--- src/shared/aoc_pkg.sv ---
// Purpose: shared constants and types for the converter output and clock control
// Assumes: core clock of 40 MHz; sample clock well below the core clock
// Notes: output mode codes are those of the 2-bit output mode setting
package aoc_pkg;
    localparam int CORE_CLK_PERIOD_NS = 25;
    localparam int SAMPLE_BITS = 14;
    localparam int PAIR_COUNT = 7;
    localparam int WORD_W = SAMPLE_BITS + 1;
    localparam int FIFO_DEPTH = 32;
    localparam int PERIOD_W = 8;
    localparam logic [PERIOD_W-1:0] STOP_LIMIT = 8'hFF;
    localparam logic [PERIOD_W-1:0] PERIOD_TOL = 8'h01;
    localparam logic [6:0] DCS_LOCK_EDGES = 7'h64;
    localparam logic [1:0] OM_CODE_FULL = 2'h0;
    localparam logic [1:0] OM_CODE_DDR_CMOS = 2'h1;
    localparam logic [1:0] OM_CODE_DDR_LVDS = 2'h2;
    localparam logic [WORD_W-1:0] WORD_RESET = 15'h0000;

    typedef enum logic [1:0] {
        AOC_OM_FULL,
        AOC_OM_DDR_CMOS,
        AOC_OM_DDR_LVDS
    } aoc_mode_e;
endpackage : aoc_pkg

--- src/shared/aoc_stream_if.sv ---
// Purpose: valid/ready word stream between the control block and its sample buffer
// Assumes: one clock for both ends
// Notes: a word moves on a clock edge where valid and ready are both high
interface aoc_stream_if #(
    parameter int WIDTH = 15
);
    logic valid;
    logic ready;
    logic [WIDTH-1:0] data;

    modport source (output valid, output data, input ready);
    modport sink (input valid, input data, output ready);
endinterface : aoc_stream_if

--- src/hw/aoc_output_ctrl.sv ---
// Purpose: sample clock stabiliser, output mode selection and output word drive
// Assumes: all pin inputs are asynchronous to core_clk and sampled by it
// Notes: the forwarded clock is rebuilt from the sample clock at core_clk resolution
//
// Behaviour
// - After the sample clock changes rate or stops, the stabiliser needs 100 cycles to lock.
// - With the stabiliser on, an input duty of 30% to 70% is rebuilt to a steady half duty.
// - Stabiliser enable is the clock mode setting in serial style, else the chip-select strap.
// - Output mode is the output mode setting in serial style, else the serial-clock strap.
// - In parallel style only full-rate single-ended and double-rate differential can be chosen.
// - Full-rate single-ended mode drives all 14 bits in parallel with overflow and both clocks.
// - Double-rate single-ended mode puts two bits on each of 7 pins, plus overflow and clock.
// - Double-rate differential mode drives 7 two-bit data pairs plus overflow and clock pairs.
// - In both double-rate modes even bits go out while the clock is low, odd bits while high.
// - A low serial-clock strap in parallel style picks full-rate, a high one differential DDR.
// - In parallel style a low chip-select strap turns the stabiliser off, a high one on.
// - In full-rate mode the data changes together with the falling edge of the forwarded clock.
module aoc_output_ctrl
    import aoc_pkg::*;
(
    // clock and reset
    input wire logic core_clk,
    input wire logic rst_n,
    // sample clock pins
    input wire logic sample_clock_pos,
    input wire logic sample_clock_neg,
    // converter core result
    input wire logic [SAMPLE_BITS-1:0] core_sample_word,
    input wire logic core_overrange,
    // configuration straps and serial-written settings
    input wire logic config_style_strap,
    input wire logic chip_select_strap,
    input wire logic serial_clock_strap,
    input wire logic clock_mode_register,
    input wire logic [1:0] output_mode_register,
    // output drain control and status
    input wire logic drain_enable,
    output logic sample_ready,
    output logic stabiliser_locked,
    output logic [1:0] active_mode,
    // sample outputs
    output logic [SAMPLE_BITS-1:0] sample_word_bits,
    output logic [PAIR_COUNT-1:0] paired_bit_output_pos,
    output logic [PAIR_COUNT-1:0] paired_bit_output_neg,
    output logic range_overflow_flag_pos,
    output logic range_overflow_flag_neg,
    output logic forwarded_sample_clock_pos,
    output logic forwarded_sample_clock_neg
);
    // two-stage synchronisers for every pin input
    localparam int SYNC_W = SAMPLE_BITS + 6;
    logic [SYNC_W-1:0] sync_a;
    logic [SYNC_W-1:0] sync_b;
    logic [SYNC_W-1:0] pin_raw;

    assign pin_raw = {core_sample_word, core_overrange, sample_clock_pos, sample_clock_neg,
                      config_style_strap, chip_select_strap, serial_clock_strap};

    always_ff @(posedge core_clk or negedge rst_n) begin
        if (!rst_n) begin
            sync_a <= '0;
            sync_b <= '0;
        end else begin
            sync_a <= pin_raw;
            sync_b <= sync_a;
        end
    end

    logic [SAMPLE_BITS-1:0] s_word;
    logic s_over;
    logic s_enc;
    logic s_parallel;
    logic s_cs;
    logic s_sck;
    assign s_word = sync_b[SYNC_W-1:6];
    assign s_over = sync_b[5];
    // the sample clock counts as high when its true pin is above its complement
    assign s_enc = sync_b[4] & ~sync_b[3];
    assign s_parallel = sync_b[2];
    assign s_cs = sync_b[1];
    assign s_sck = sync_b[0];

    // configuration selection
    logic dcs_enable;
    aoc_mode_e mode;
    always_comb begin
        dcs_enable = s_parallel ? s_cs : clock_mode_register;
        if (s_parallel) begin
            mode = s_sck ? AOC_OM_DDR_LVDS : AOC_OM_FULL;
        end else begin
            case (output_mode_register)
                OM_CODE_DDR_CMOS: mode = AOC_OM_DDR_CMOS;
                OM_CODE_DDR_LVDS: mode = AOC_OM_DDR_LVDS;
                default: mode = AOC_OM_FULL;
            endcase
        end
    end
    assign active_mode = mode;

    // stabiliser: period measurement, lock count and rebuilt clock
    logic enc_d;
    logic enc_rise;
    logic [PERIOD_W-1:0] since_edge;
    logic [PERIOD_W-1:0] period;
    logic [6:0] lock_cnt;
    logic rebuilt;
    logic [PERIOD_W-1:0] next_since_edge;
    logic [PERIOD_W-1:0] next_period;
    logic [6:0] next_lock_cnt;
    logic next_rebuilt;
    logic [PERIOD_W-1:0] delta;
    logic stopped;

    assign enc_rise = s_enc & ~enc_d;
    assign delta = (since_edge > period) ? since_edge - period : period - since_edge;
    assign stopped = (since_edge == STOP_LIMIT);

    always_comb begin
        next_since_edge = stopped ? since_edge : since_edge + 1'b1;
        next_period = period;
        next_lock_cnt = lock_cnt;
        next_rebuilt = rebuilt;
        if (enc_rise) begin
            next_since_edge = 8'h01;
            next_period = since_edge;
            next_rebuilt = 1'b1;
            if (delta > PERIOD_TOL) begin
                next_lock_cnt = '0;
            end else if (lock_cnt != DCS_LOCK_EDGES) begin
                next_lock_cnt = lock_cnt + 1'b1;
            end
        end else begin
            if (stopped) begin
                next_lock_cnt = '0;
                next_rebuilt = 1'b0;
            end
            // falls after half the measured period, whatever the input duty
            if (since_edge >= {1'b0, period[PERIOD_W-1:1]}) begin
                next_rebuilt = 1'b0;
            end
        end
    end

    always_ff @(posedge core_clk or negedge rst_n) begin
        if (!rst_n) begin
            enc_d <= 1'b0;
            since_edge <= STOP_LIMIT;
            period <= '0;
            lock_cnt <= '0;
            rebuilt <= 1'b0;
        end else begin
            enc_d <= s_enc;
            since_edge <= next_since_edge;
            period <= next_period;
            lock_cnt <= next_lock_cnt;
            rebuilt <= next_rebuilt;
        end
    end

    logic int_clk;
    logic int_valid;
    assign stabiliser_locked = (lock_cnt == DCS_LOCK_EDGES);
    assign int_valid = dcs_enable ? stabiliser_locked : !stopped;
    assign int_clk = dcs_enable ? rebuilt : s_enc;

    // sample buffer between capture and output drive
    aoc_stream_if #(.WIDTH(WORD_W)) fill_if ();
    aoc_stream_if #(.WIDTH(WORD_W)) drain_if ();

    assign fill_if.valid = enc_rise;
    assign fill_if.data = {s_over, s_word};
    assign sample_ready = fill_if.ready;

    aoc_sample_fifo #(.WIDTH(WORD_W), .DEPTH(FIFO_DEPTH)) u_fifo (
        .core_clk(core_clk),
        .rst_n(rst_n),
        .fill(fill_if),
        .drain(drain_if)
    );

    // output drive: a new word is taken as the internal clock falls
    logic int_d;
    logic int_fall;
    logic [WORD_W-1:0] word;
    logic [WORD_W-1:0] next_word;
    logic clk_out;
    logic next_clk_out;
    logic [SAMPLE_BITS-1:0] full_out;
    logic [SAMPLE_BITS-1:0] next_full_out;
    logic [PAIR_COUNT-1:0] pair_out;
    logic [PAIR_COUNT-1:0] next_pair_out;
    logic pair_lvds;
    logic next_pair_lvds;
    logic over_out;
    logic next_over_out;
    logic [SAMPLE_BITS-1:0] cur_bits;
    logic phase_high;

    assign int_fall = int_d & ~int_clk;
    assign drain_if.ready = int_fall && int_valid && drain_enable;

    always_comb begin
        next_word = word;
        if (drain_if.ready && drain_if.valid) begin
            next_word = drain_if.data;
        end
        cur_bits = next_word[SAMPLE_BITS-1:0];
        phase_high = int_clk;
        next_clk_out = int_valid & int_clk;
        next_over_out = next_word[SAMPLE_BITS];
        next_full_out = '0;
        next_pair_out = '0;
        next_pair_lvds = 1'b0;
        case (mode)
            AOC_OM_FULL: begin
                next_full_out = cur_bits;
            end
            AOC_OM_DDR_CMOS, AOC_OM_DDR_LVDS: begin
                for (int i = 0; i < PAIR_COUNT; i++) begin
                    next_pair_out[i] = phase_high ? cur_bits[2*i+1] : cur_bits[2*i];
                end
                next_pair_lvds = (mode == AOC_OM_DDR_LVDS);
            end
            default: begin
                next_full_out = '0;
            end
        endcase
    end

    always_ff @(posedge core_clk or negedge rst_n) begin
        if (!rst_n) begin
            int_d <= 1'b0;
            word <= WORD_RESET;
            clk_out <= 1'b0;
            full_out <= '0;
            pair_out <= '0;
            pair_lvds <= 1'b0;
            over_out <= 1'b0;
        end else begin
            int_d <= int_clk;
            word <= next_word;
            clk_out <= next_clk_out;
            full_out <= next_full_out;
            pair_out <= next_pair_out;
            pair_lvds <= next_pair_lvds;
            over_out <= next_over_out;
        end
    end

    assign sample_word_bits = full_out;
    assign paired_bit_output_pos = pair_out;
    assign paired_bit_output_neg = pair_lvds ? ~pair_out : '0;
    assign range_overflow_flag_pos = over_out;
    assign range_overflow_flag_neg = pair_lvds ? ~over_out : 1'b0;
    assign forwarded_sample_clock_pos = clk_out;
    assign forwarded_sample_clock_neg = ~clk_out;
endmodule : aoc_output_ctrl

--- src/hw/aoc_sample_fifo.sv ---
// Purpose: flip-flop word buffer with valid/ready on both sides
// Assumes: DEPTH is a power of two
// Notes: full and empty come from pointers with one extra wrap bit
module aoc_sample_fifo #(
    parameter int WIDTH = 15,
    parameter int DEPTH = 32
) (
    // clock and reset
    input wire logic core_clk,
    input wire logic rst_n,
    // fill and drain sides
    aoc_stream_if.sink fill,
    aoc_stream_if.source drain
);
    localparam int AW = $clog2(DEPTH);

    logic [WIDTH-1:0] mem [DEPTH];
    logic [AW:0] wr_ptr;
    logic [AW:0] rd_ptr;
    logic [AW:0] next_wr_ptr;
    logic [AW:0] next_rd_ptr;
    logic full;
    logic empty;
    logic do_push;
    logic do_pop;

    assign full = (wr_ptr[AW] != rd_ptr[AW]) && (wr_ptr[AW-1:0] == rd_ptr[AW-1:0]);
    assign empty = (wr_ptr == rd_ptr);
    assign fill.ready = !full;
    assign drain.valid = !empty;
    assign drain.data = mem[rd_ptr[AW-1:0]];
    assign do_push = fill.valid && !full;
    assign do_pop = drain.ready && !empty;

    always_comb begin
        next_wr_ptr = wr_ptr;
        next_rd_ptr = rd_ptr;
        if (do_push) begin
            next_wr_ptr = wr_ptr + 1'b1;
        end
        if (do_pop) begin
            next_rd_ptr = rd_ptr + 1'b1;
        end
    end

    always_ff @(posedge core_clk or negedge rst_n) begin
        if (!rst_n) begin
            wr_ptr <= '0;
            rd_ptr <= '0;
        end else begin
            wr_ptr <= next_wr_ptr;
            rd_ptr <= next_rd_ptr;
        end
    end

    // storage carries no reset; only written words are ever read
    always_ff @(posedge core_clk) begin
        if (do_push) begin
            mem[wr_ptr[AW-1:0]] <= fill.data;
        end
    end
endmodule : aoc_sample_fifo

--- config.mk ---
export PLATFORM = sky130hd
export DESIGN_NAME = aoc_output_ctrl
export DESIGN_NICKNAME = d
export VERILOG_FILES = /design/src/shared/aoc_pkg.sv /design/src/shared/aoc_stream_if.sv /design/src/hw/aoc_output_ctrl.sv /design/src/hw/aoc_sample_fifo.sv
export SDC_FILE = /design/constraint.sdc
export NUM_CORES = 1
export LEC_CHECK = 0
export ABC_CLOCK_PERIOD_IN_PS = 5600
export BUFFER_PORTS_ARGS = -buffer_cell sky130_fd_sc_hd__buf_2
export CORE_ASPECT_RATIO = 0.5
export CORE_MARGIN = 10
export CORE_UTILIZATION = 38
export CTS_BUF_LIST = sky130_fd_sc_hd__clkbuf_4 sky130_fd_sc_hd__clkbuf_8
export CTS_CLUSTER_SIZE = 40
export DETAILED_ROUTE_END_ITERATION = 10
export SLEW_MARGIN = 5
export SYNTH_ARGS = -nofsm -noshare
export SYNTH_HDL_FRONTEND = slang
export SYNTH_SLANG_ARGS = --single-unit
--- constraint.sdc ---
create_clock -name core_clk -period 5.6 [get_ports core_clk]
set_input_delay 0.28 -clock core_clk [delete_from_list [all_inputs] [get_ports core_clk]]
set_output_delay 0.28 -clock core_clk [all_outputs]
set_load 0.05 [all_outputs]
Word-level counts from Yosys, hierarchy flattened
Memory sizes are Yosys's and may differ from the RTL's.
Cells that the tools add are included.
W data, S select, Z words.

word-level totals
  RAM bits = 480
  memories = 1
  register bits = 117
  input bits = 26
  logic and storage cells = 92

operators by class
  magnitude comparators = 3
  reduce and logical (&&, ||, !) cells = 13
  add/sub/neg operators = 6
  bitwise gates (word level) = 10
  eq/ne operators = 12
  muxes and demuxes = 31

memories
  memory      depth  width  read ports  clocked after Yosys merged registers in  write ports  line                   source
  u_fifo.mem  32     15     1           0                                        1            aoc_sample_fifo.sv:17  logic [WIDTH-1:0] mem [DEPTH];

operator list
  operator               number
  $mux W7                6
  $mux W8                3
  $mux W1                17
  $sub A8 B8 Y8          2
  $mux W15               1
  $mux W14               1
  $add A6 B1 Y6 const B  2
  $add A8 B1 Y8 const B  1
  $eq A8 B8 Y1 const B   1
  $ge A8 B7 Y1           1
  $gt A8 B1 Y1 const B   1
  $gt A8 B8 Y1           1
  $add A7 B1 Y7 const B  1
  $eq A7 B7 Y1 const B   1
  $ne A7 B7 Y1 const B   1
  $not A7 Y7             1
  $eq A6 B6 Y1           1
  $eq A5 B5 Y1           1
  $logic_and A1 B1 Y1    5
  $not A1 Y1             5
  $and A1 B1 Y1          4
  $eq A2 B1 Y1 const B   2
  $eq A2 B2 Y1 const B   2
  $mux W2                2
  10 further kinds       12

Longest topological paths before layout
Gate-level depths: netlist of run 1.

  word-level depth = 11
  mapped depth = 11
  mapped depth without buffers = 11

Cells and area by module
From an unflattened synthesis of run 1, not the netlist that was laid out.

second synthesis, totals
  cells, all modules = 1531
  area total of the unflattened synthesis = 24064.3 µm²

by module, submodules not included
  module           times used  sequential area each (µm²)  cells each  area each (µm²)
  aoc_sample_fifo  1           14714.1                     1122        19363.6
  aoc_output_ctrl  1           2612.5                      409         4700.8

Worst setup path before layout of run 1
Ideal clock, no wire load.

  path type = reg2reg
  start = register lock_cnt[0]
  end = register u_fifo.rd_ptr[5]
  period minus slack after synthesis = 2.768 ns
  path slack = 2.832 ns
  stages on the path, launching flop included = 12
  data required time = 5.477 ns
  data arrival time = 2.645 ns
  setup time = 0.123 ns
  path through = dfrtp_1 > inv_1 > ha_1 > nand4_1 > nor3_2 > mux2i_1 > or2_1 > buf_2 > buf_2 > nor2_1 > nand3_1 > xnor2_1

between the ends
  longest elaborated chain between the ends = 5

RTL lines
  element                            line                    source
  start: declaration                 aoc_output_ctrl.sv:105  logic [6:0] lock_cnt;
  start signal: assignment           aoc_output_ctrl.sv:155  lock_cnt <= next_lock_cnt;
  $eq A7 B7 Y1                       aoc_output_ctrl.sv:162  assign stabiliser_locked = (lock_cnt == DCS_LOCK_EDGES);
  via stabiliser_locked              aoc_output_ctrl.sv:39   output logic stabiliser_locked,
  $mux W1                            aoc_output_ctrl.sv:163  assign int_valid = dcs_enable ? stabiliser_locked : !stopped;
  $logic_and A1 B1 Y1 (2 in series)  aoc_output_ctrl.sv:200  assign drain_if.ready = int_fall && int_valid && drain_enable;
  $logic_and A1 B1 Y1                aoc_sample_fifo.sv:33   assign do_pop = drain.ready && !empty;
  end signal: assignment             aoc_sample_fifo.sv:52   rd_ptr <= next_rd_ptr;
  end: declaration                   aoc_sample_fifo.sv:19   logic [AW:0] rd_ptr;

The timed path passes the listed nets, and every way through them passes these cells.
A chain may end at the register's enable or synchronous reset.

Worst setup path in the final report of run 1
  start = register since_edge[1]
  end = register pair_out[1] (netlist: paired_bit_output_pos[1])

between the ends
  longest elaborated chain between the ends = 9

RTL lines
  element                            line                    source
  start: declaration                 aoc_output_ctrl.sv:103  logic [PERIOD_W-1:0] since_edge;
  start signal: assignment           aoc_output_ctrl.sv:153  since_edge <= next_since_edge;
  $eq A8 B8 Y1                       aoc_output_ctrl.sv:116  assign stopped = (since_edge == STOP_LIMIT);
  $logic_not A1 Y1                   aoc_output_ctrl.sv:163
  $mux W1                            aoc_output_ctrl.sv:163
  $logic_and A1 B1 Y1 (2 in series)  aoc_output_ctrl.sv:200
  $logic_and A1 B1 Y1                aoc_output_ctrl.sv:204  if (drain_if.ready && drain_if.valid) begin
  $mux W15                           aoc_output_ctrl.sv:204
  $mux W1                            aoc_output_ctrl.sv:220  next_pair_out[i] = phase_high ? cur_bits[2*i+1] : cur_bits[2*i];
  $mux W7                            aoc_output_ctrl.sv:214  case (mode)
  via next_pair_out[1]               aoc_output_ctrl.sv:191  logic [PAIR_COUNT-1:0] next_pair_out;
  end signal: assignment             aoc_output_ctrl.sv:244  pair_out <= next_pair_out;
  end: declaration                   aoc_output_ctrl.sv:190  logic [PAIR_COUNT-1:0] pair_out;

The timed path passes the listed nets, and every way through them passes these cells.

==> summary.txt, run 1 <==
Logic synthesis
  – Commonest cells post-synth: edfxtp_1 (480), mux4_2 (128), dfrtp_1 (108)
  – FF+latch count, synth: between 500 and 600
  – Top-area cell type share of the netlist area: 0.6112
  – Synth Cell Area: 0.02358 mm²
  – Post-synthesis mux area share: 0.1420
  – Synth Area in XOR/XNOR: 0.009656
  – Simple logic cell fraction of the synthesized area: 0.04053
  – Count leader, synth: edfxtp_1
  – Synth async-reset ratio: 0.1946
  – Largest family of logic cells by synthesized area: multiplexers
  – Compound-Gate Fraction of Synth Area: 0.03395
  – Post-Synthesis Cells: 1232
  – Seq/Total Area, Yosys: 0.7347
  – Post-synth EDFFs: 480
  – Yosys cell types: between 60 and 70
  – Predominant post-synthesis flop cell: edfxtp_1
  – Synth Warn #: 0
  – Adder-cell share of the synthesized area: 0.01867
  – Yosys top cell by area: edfxtp_1
  – Synth area leaders: edfxtp_1 (61%), mux4_2 (12%), dfrtp_1 (11%), ha_1 (1.7%), mux2i_1 (1.4%)
  – Syn Nets: 1292
  – Mean area per synthesized cell: 19.14 µm²

Setup path
  – Crit Path Class: flop to flop
  – R2r startpoint: since_edge[1]
  – CP Capture Point: paired_bit_output_pos[1]
  – Reg2reg setup slack: ~1.9 ns
  – CP max FO: 23
  – Crit path from: since_edge[1]
  – Worst setup SP type: flop
  – Crit path arrival time: 4.24 ns
  – R2R depth: 8
  – Critical path capture point type: flop
  – Worst r2r dst: paired_bit_output_pos[1]
  – Required time of the critical path: 6.09 ns

Floorplan
  – Die Span X: 372.3 µm
  – Starting Density: 0.3850
  – Site row count: 64
  – Total I/O pin count: 62
  – Die Span Y: 196.2 µm
  – Die outline area: 0.07303 mm²
  – Area of the core: 0.06126 mm²

Timing
  – Slew HR: 0.1975
  – Tightest hold margin: 0.06333 ns
  – Highest clock rate: 0.2673 GHz
  – Worst Tran Pin Value: 1.204 ns
  – Hold Vio Cnt, Final: 0
  – Tcrit/Tclk final: 0.6681
  – Skew final: 0.02748 ns
  – Final setup vio count: 0
  – Unrepaired setup endpoints after global routing: no
  – Max-slew violations: 0
  – Total Neg Setup Slack: 0 ns
  – Tmin final: 3.742 ns

Global route
  – Vias in the first global route: 12.76k
  – First-pass GRT wire length: 82700 µm
  – Largest net degree at the start of global routing: 72
  – GRT Total Usage: 0.1501
  – Total gr overflow: 0
  – Initial antenna violation count: 1

Run status
  – Status: finished, final reports clean

Drt
  – Drt pass-1 iters: 5
  – Vias per cell: 5.330
  – Initial DRC count: 1140
  – DR DRC count: 0
  – Routed Antenna Nets: 0
  – Routed vias: 12.18k
  – Final wirelength: 55090 µm
  – Wire per inst: 24.10 µm

Place
  – DP HPWL: ~33000 µm
  – RD Place Congestion: about 0.83
  – IO buf count: 61

Clock tree
  – Hold Buf Count CTS: 21
  – Clock latency on the worst-skew pair: 0.64 ns
  – Clock Root Buffer: clkbuf_8
  – CTS tree: yes
  – Max clock buf depth: 3
  – H-tree depth: 3
  – Post-CTS setup buffer count: 0
  – Clock-pin slew on the worst setup and hold paths: 0.06 ns
  – Num CTS Buffers: between 80 and 90
  – Clock Sinks: 596
  – CTS resizes: 0

Finish
  – Nets: roughly 1.4k
  – Ant diodes: 0
  – Layout cell share with drive strength beyond 1: 0.2868
  – Area growth syn-to-layout: 14.47%

Run
  – Max Cap Viol: 0

Power and ir drop
  – Peak supply drop: around 0.21 mV
  – Leakage: 9.350 nW
  – PD cells: 448.7 mW/mm²

Hold path
  – Min-Delay Path Class: input port to flop
==> critical path: stages (launching register included) <==
cell and delay [ns]:
dfstp_2 0.60, ha_1 0.23, and3_1 0.23, nand4_1 0.39, mux2i_1 0.52, or2_1 0.92, nor2_4 0.17, a221oi_2 0.37
o22ai_1 0.16
==> worst min-delay path by stage <==
stage / startpoint / endpoint / depth (start not counted)
floorplan: rst_n / enc_d / 0
global placement: rst_n / sync_a[11] / 1
detailed placement: rst_n / sync_a[15] / 1
CTS: output_mode_register[1] / pair_lvds / 3
global route: output_mode_register[1] / pair_lvds / 3
finish: output_mode_register[1] / pair_lvds / 3
==> placed cells by master (no fill, tap or decap), types with 8 or more instances in the layout <==
cell type,count
clkinv_2,14
mux4_2,128
clkbuf_4,23
and3_1,9
nor2b_1,19
dfstp_2,8
a21oi_1,19
o22ai_1,15
nand2_1,48
a221oi_2,8
and2_1,10
mux2i_1,33
clkinv_1,15
xnor2_1,19
dfrtp_1,104
buf_2,60
nand4_1,9
inv_1,38
ha_1,32
buf_4,41
dlygate4sd3_1,21
clkbuf_8,102
nor2_1,59
edfxtp_1,480
nand3_1,13
mux2_2,12
o21ai_0,21
==> registers in the layout (all words and copies together) (netlist names), 7 cells and up <==
register and count:
lock_cnt 7, sync_b 20, since_edge 8, sample_word_bits 14
sync_a 20, period 8, word 14, u_fifo.mem 480
paired_bit_output_pos 7
==> per-stage QoR <==
step | utilization | area [µm²] | total power, mW | instances | worst slack (ns)
4_1_cts | 0.4407 | 27000 | 12.23 | 2286 | 1.863
3_5_place_dp | 0.4073 | 24950 | 8.600 | 2103 | 1.891
5_1_grt | 0.4407 | 27000 | 12.66 | 2286 | 1.544
3_3_place_gp | 0.4073 | 24950 | 8.540 | 2103 | 2.028
6_report | 0.4407 | 27000 | 12.11 | 2286 | 1.858
2_1_floorplan | - | 23580 | 7.790 | 1232 | 2.832
==> cells by family (layout without fill, tap and decap cells) <==
group / after synthesis / after routing
AO/OA/AOI/OAI: 111 / 111
AND/OR/NAND/NOR: 195 / 195
XOR/XNOR: 26 / 26
adder cells (fa/ha/maj): 34 / 34
multiplexers: 173 / 173
buffers and inverters: 97 / 326
flip-flops: 596 / 596
==> routing by layer <==
metal | up-vias | wire, µm | global-route usage | share of wire
met3 | 109 | 3424 | 0.03066 | 0.062
li1 | 5189 | - | - | -
met2 | 444 | 25970 | 0.2387 | 0.47
met5 | - | 0 | 0 | 0
met1 | 6442 | 24180 | 0.2049 | 0.44
met4 | 0 | 1515 | 0.04988 | 0.027
==> power breakdown <==
part           switching (mW)  internal, mW  total, mW  leakage (nW)
Clock                    1.65          1.96       3.61         0.972
Sequential              0.411          5.06       5.47          5.75
Combinational            1.61          1.42       3.03          2.63
Total                    3.67          8.44       12.1          9.35
==> layout make-up <==
type | count | area, µm²
clock inverter | 37 | 261.5
tap | 825 | 1032
timing repair buffer | 125 | 869.6
multi-input combinational | 539 | 5773
sequential | 596 | 17340
fill | 5231 | 34260
inverter | 39 | 146.4
clock buffer | 125 | 1577
Note: power is estimated with default switching activity, not from simulation.
==> run 2: changes to the inputs <==
- ABC_CLOCK_PERIOD_IN_PS: 5600 -> 3200
- clock period: 5.6 -> 3.2 ns (I/O delays scaled with it)
==> summary.txt, run 2 (same netlist as run 1, synthesis figures left out) <==
Run status
  – Status: finished, final reports clean

Drt
  – Drt pass-1 iters: 6 (+1)
  – Wire per inst: 23.93 µm (-0.69%)
  – Initial DRC count: 1137 (-0.26%)
  – Routed Antenna Nets: 0 (unchanged)
  – Routed vias: 12.21k (+0.25%)
  – DR DRC count: 0 (unchanged)
  – Final wirelength: 55460 µm (+0.66%)
  – Vias per cell: 5.271 (-1.1%)

Setup path
  – Worst setup SP type: flop
  – R2R depth: 8 (unchanged)
  – Critical path capture point type: flop
  – Crit path arrival time: 3.31 ns (-0.93 ns)
  – Worst r2r dst: u_fifo.mem[11][6]
  – CP max FO: 31 (+35%)
  – Required time of the critical path: 3.53 ns (-2.56 ns)
  – Crit Path Class: flop to flop
  – Reg2reg setup slack: 0.22 ns (-1.64 ns)
  – R2r startpoint: u_fifo.rd_ptr[0]

Timing
  – Tmin final: 2.982 ns (-0.7599 ns)
  – Worst Tran Pin Value: 1.205 ns (+0.001122 ns)
  – Highest clock rate: 0.3354 GHz (+25%)
  – Skew final: 0.03493 ns (+0.007459 ns)
  – Final worst slack: 0.2182 ns (-1.640 ns)
  – Max-slew violations: 0 (unchanged)
  – Slew HR: 0.1968 (-0.0007480)
  – Total Neg Setup Slack: 0 ns (unchanged)
  – Unrepaired setup endpoints after global routing: no
  – Hold Vio Cnt, Final: 0 (unchanged)
  – Final setup vio count: 0 (unchanged)
  – Tcrit/Tclk final: 0.9318 (+0.2637)

Global route
  – Initial antenna violation count: 1 (unchanged)
  – First-pass GRT wire length: 83900 µm (+1.5%)
  – Largest net degree at the start of global routing: 48 (-33%)
  – GRT Total Usage: 0.1522 (+0.002059)
  – Total gr overflow: 0 (unchanged)
  – Vias in the first global route: 12.87k (+0.87%)

Finish
  – Ant diodes: 0 (unchanged)
  – Layout cell share with drive strength beyond 1: 0.3036 (+0.01683)
  – Nets: 1481 (+2.2%)
  – Max reg flops: 480 (unchanged)
  – Most frequent cells in the layout: edfxtp_1 (480), mux4_2 (128), dfrtp_1 (104)
  – Area growth syn-to-layout: 15.62%
  – Commonest non-fill, non-tap cell in the layout: edfxtp_1

Clock tree
  – Num CTS Buffers: 87 (-1.1%)
  – Clock Root Buffer: clkbuf_8
  – Clock latency on the worst-skew pair: 0.67 ns (+0.03 ns)
  – H-tree depth: 3 (unchanged)
  – CTS tree: yes
  – Clock Sinks: 596 (unchanged)
  – Max clock buf depth: 3 (unchanged)
  – Clock-pin slew on the worst setup and hold paths: 0.06 ns (about the same)

Power and ir drop
  – Internal: 14.77 mW (+75%)
  – Sequential Power Share: 0.440 (-0.012)
  – Total power: 21.22 mW (+75%)
  – Peak supply drop: 0.3278 mV (+56%)
  – PD cells: 778.3 mW/mm² (+73%)
  – Leakage: 9.511 nW (+1.7%)
  – Power share of the combinational group: 0.266 (+0.016)
  – Switch share: 0.3041 (+0.001099)
  – NetSw: 6.454 mW (+76%)
  – Clk pwr share: 0.293 (-0.005)

Floorplan
  – Area of the core: 0.06126 mm² (unchanged)
  – Site row count: 64 (unchanged)
  – Die Span X: 372.3 µm (unchanged)
  – Die outline area: 0.07303 mm² (unchanged)
  – Die Span Y: 196.2 µm (unchanged)
  – Starting Density: 0.3850 (unchanged)
  – Total I/O pin count: 62 (unchanged)

Place
  – DP HPWL: 35120 µm (+6.3%)
  – Pre-CTS setup slack: 0.2165 ns (-1.675 ns)
  – IO buf count: 61 (unchanged)
  – RD Place Congestion: 0.8857 (+6.5%)

Run
  – Max Cap Viol: 0 (unchanged)

Hold path
  – Min-Delay Path Class: input port to async pin
==> run 2: cell count changes in the layout (fill, tap and decap cells not counted), moves of 3 or more <==
| cell | before | now |
|---|---|---|
| buf_12 | 2 | 5 |
| buf_4 | 41 | 69 |
| clkbuf_4 | 23 | 31 |
| clkbuf_8 | 102 | 99 |
| clkinv_2 | 14 | 7 |
| inv_8 | 0 | 3 |
==> run 2: how the worst max path moves through the flow <==
stage / to / startpoint / cells past startpoint / slack, ns
2_1_floorplan: u_fifo.rd_ptr[5] / lock_cnt[0] / 11 / 0.43
3_3_place_gp: sample_word_bits[13] / sync_b[2] / 6 / 0.34
3_5_place_dp: lock_cnt[1] / since_edge[4] / 9 / 0.22
4_1_cts: lock_cnt[4] / since_edge[4] / 9 / 0.19
5_1_grt: lock_cnt[3] / since_edge[2] / 9 / 0.04
6_report: u_fifo.mem[11][6] / u_fifo.rd_ptr[0] / 8 / 0.22
==> run 2: metrics by stage <==
| stage | hold WS [ns] | utilization | area (µm²) | instances |
|---|---|---|---|---|
| after floorplan | -0.1356 | - | 23580 | 1232 |
| after global placement | 0.1513 | 0.4117 | 25220 | 2134 |
| after detailed placement | 0.1677 | 0.4117 | 25220 | 2134 |
| after CTS | 0.001864 | 0.4450 | 27260 | 2317 |
| after global routing | 0.02719 | 0.4451 | 27270 | 2317 |
| final | 0.01853 | 0.4451 | 27270 | 2317 |
==> run 2: timing repair <==
| item | CTS | global route |
|---|---|---|
| buffers inserted | 0 | 0 |
| hold endpoints to repair | 89 | 0 |
| resized for setup | 0 | 3 |
| setup endpoints to repair | 0 | 6 |
| hold buffers | 23 | 0 |
==> run 2: layout make-up <==
type / count / area (µm²)
inverters: 39 / 146.4
clock buffers: 130 / 1595
multi-input cells: 539 / 5782
fillers: 5225 / 33990
clock inverters: 30 / 216.5
well taps: 825 / 1032
flip-flops and latches: 596 / 17340
repair buffers: 158 / 1160
==> run 2: worst max-delay path, stage by stage, from the launching register on <==
cell,delay [ns]
dfrtp_4,0.52
buf_12,0.21
xnor2_1,0.15
nand3_1,0.11
nor2_1,0.06
a21oi_1,0.53
nand2_1,0.44
nor2_1,0.33
buf_4,0.28
==> run 2: power by group through the flow <==
| stage | sequential [mW] | clock, mW | combinational (mW) |
|---|---|---|---|
| finish | 9.34 | 6.22 | 5.66 |
| global route | 9.40 | 6.72 | 6.08 |
| CTS | 9.34 | 6.37 | 5.71 |
| detailed placement | 9.50 | 0 | 5.66 |
| global placement | 9.47 | 0 | 5.57 |
| floorplan | 9.56 | 0 | 4.07 |
==> run 2: metal layers <==
metal,wire [µm],vias up,GRT usage
li1,-,5268,-
met1,25010,6407,0.2184
met2,26000,462,0.2373
met3,3437,77,0.02772
met4,1006,0,0.03941
met5,0,-,0
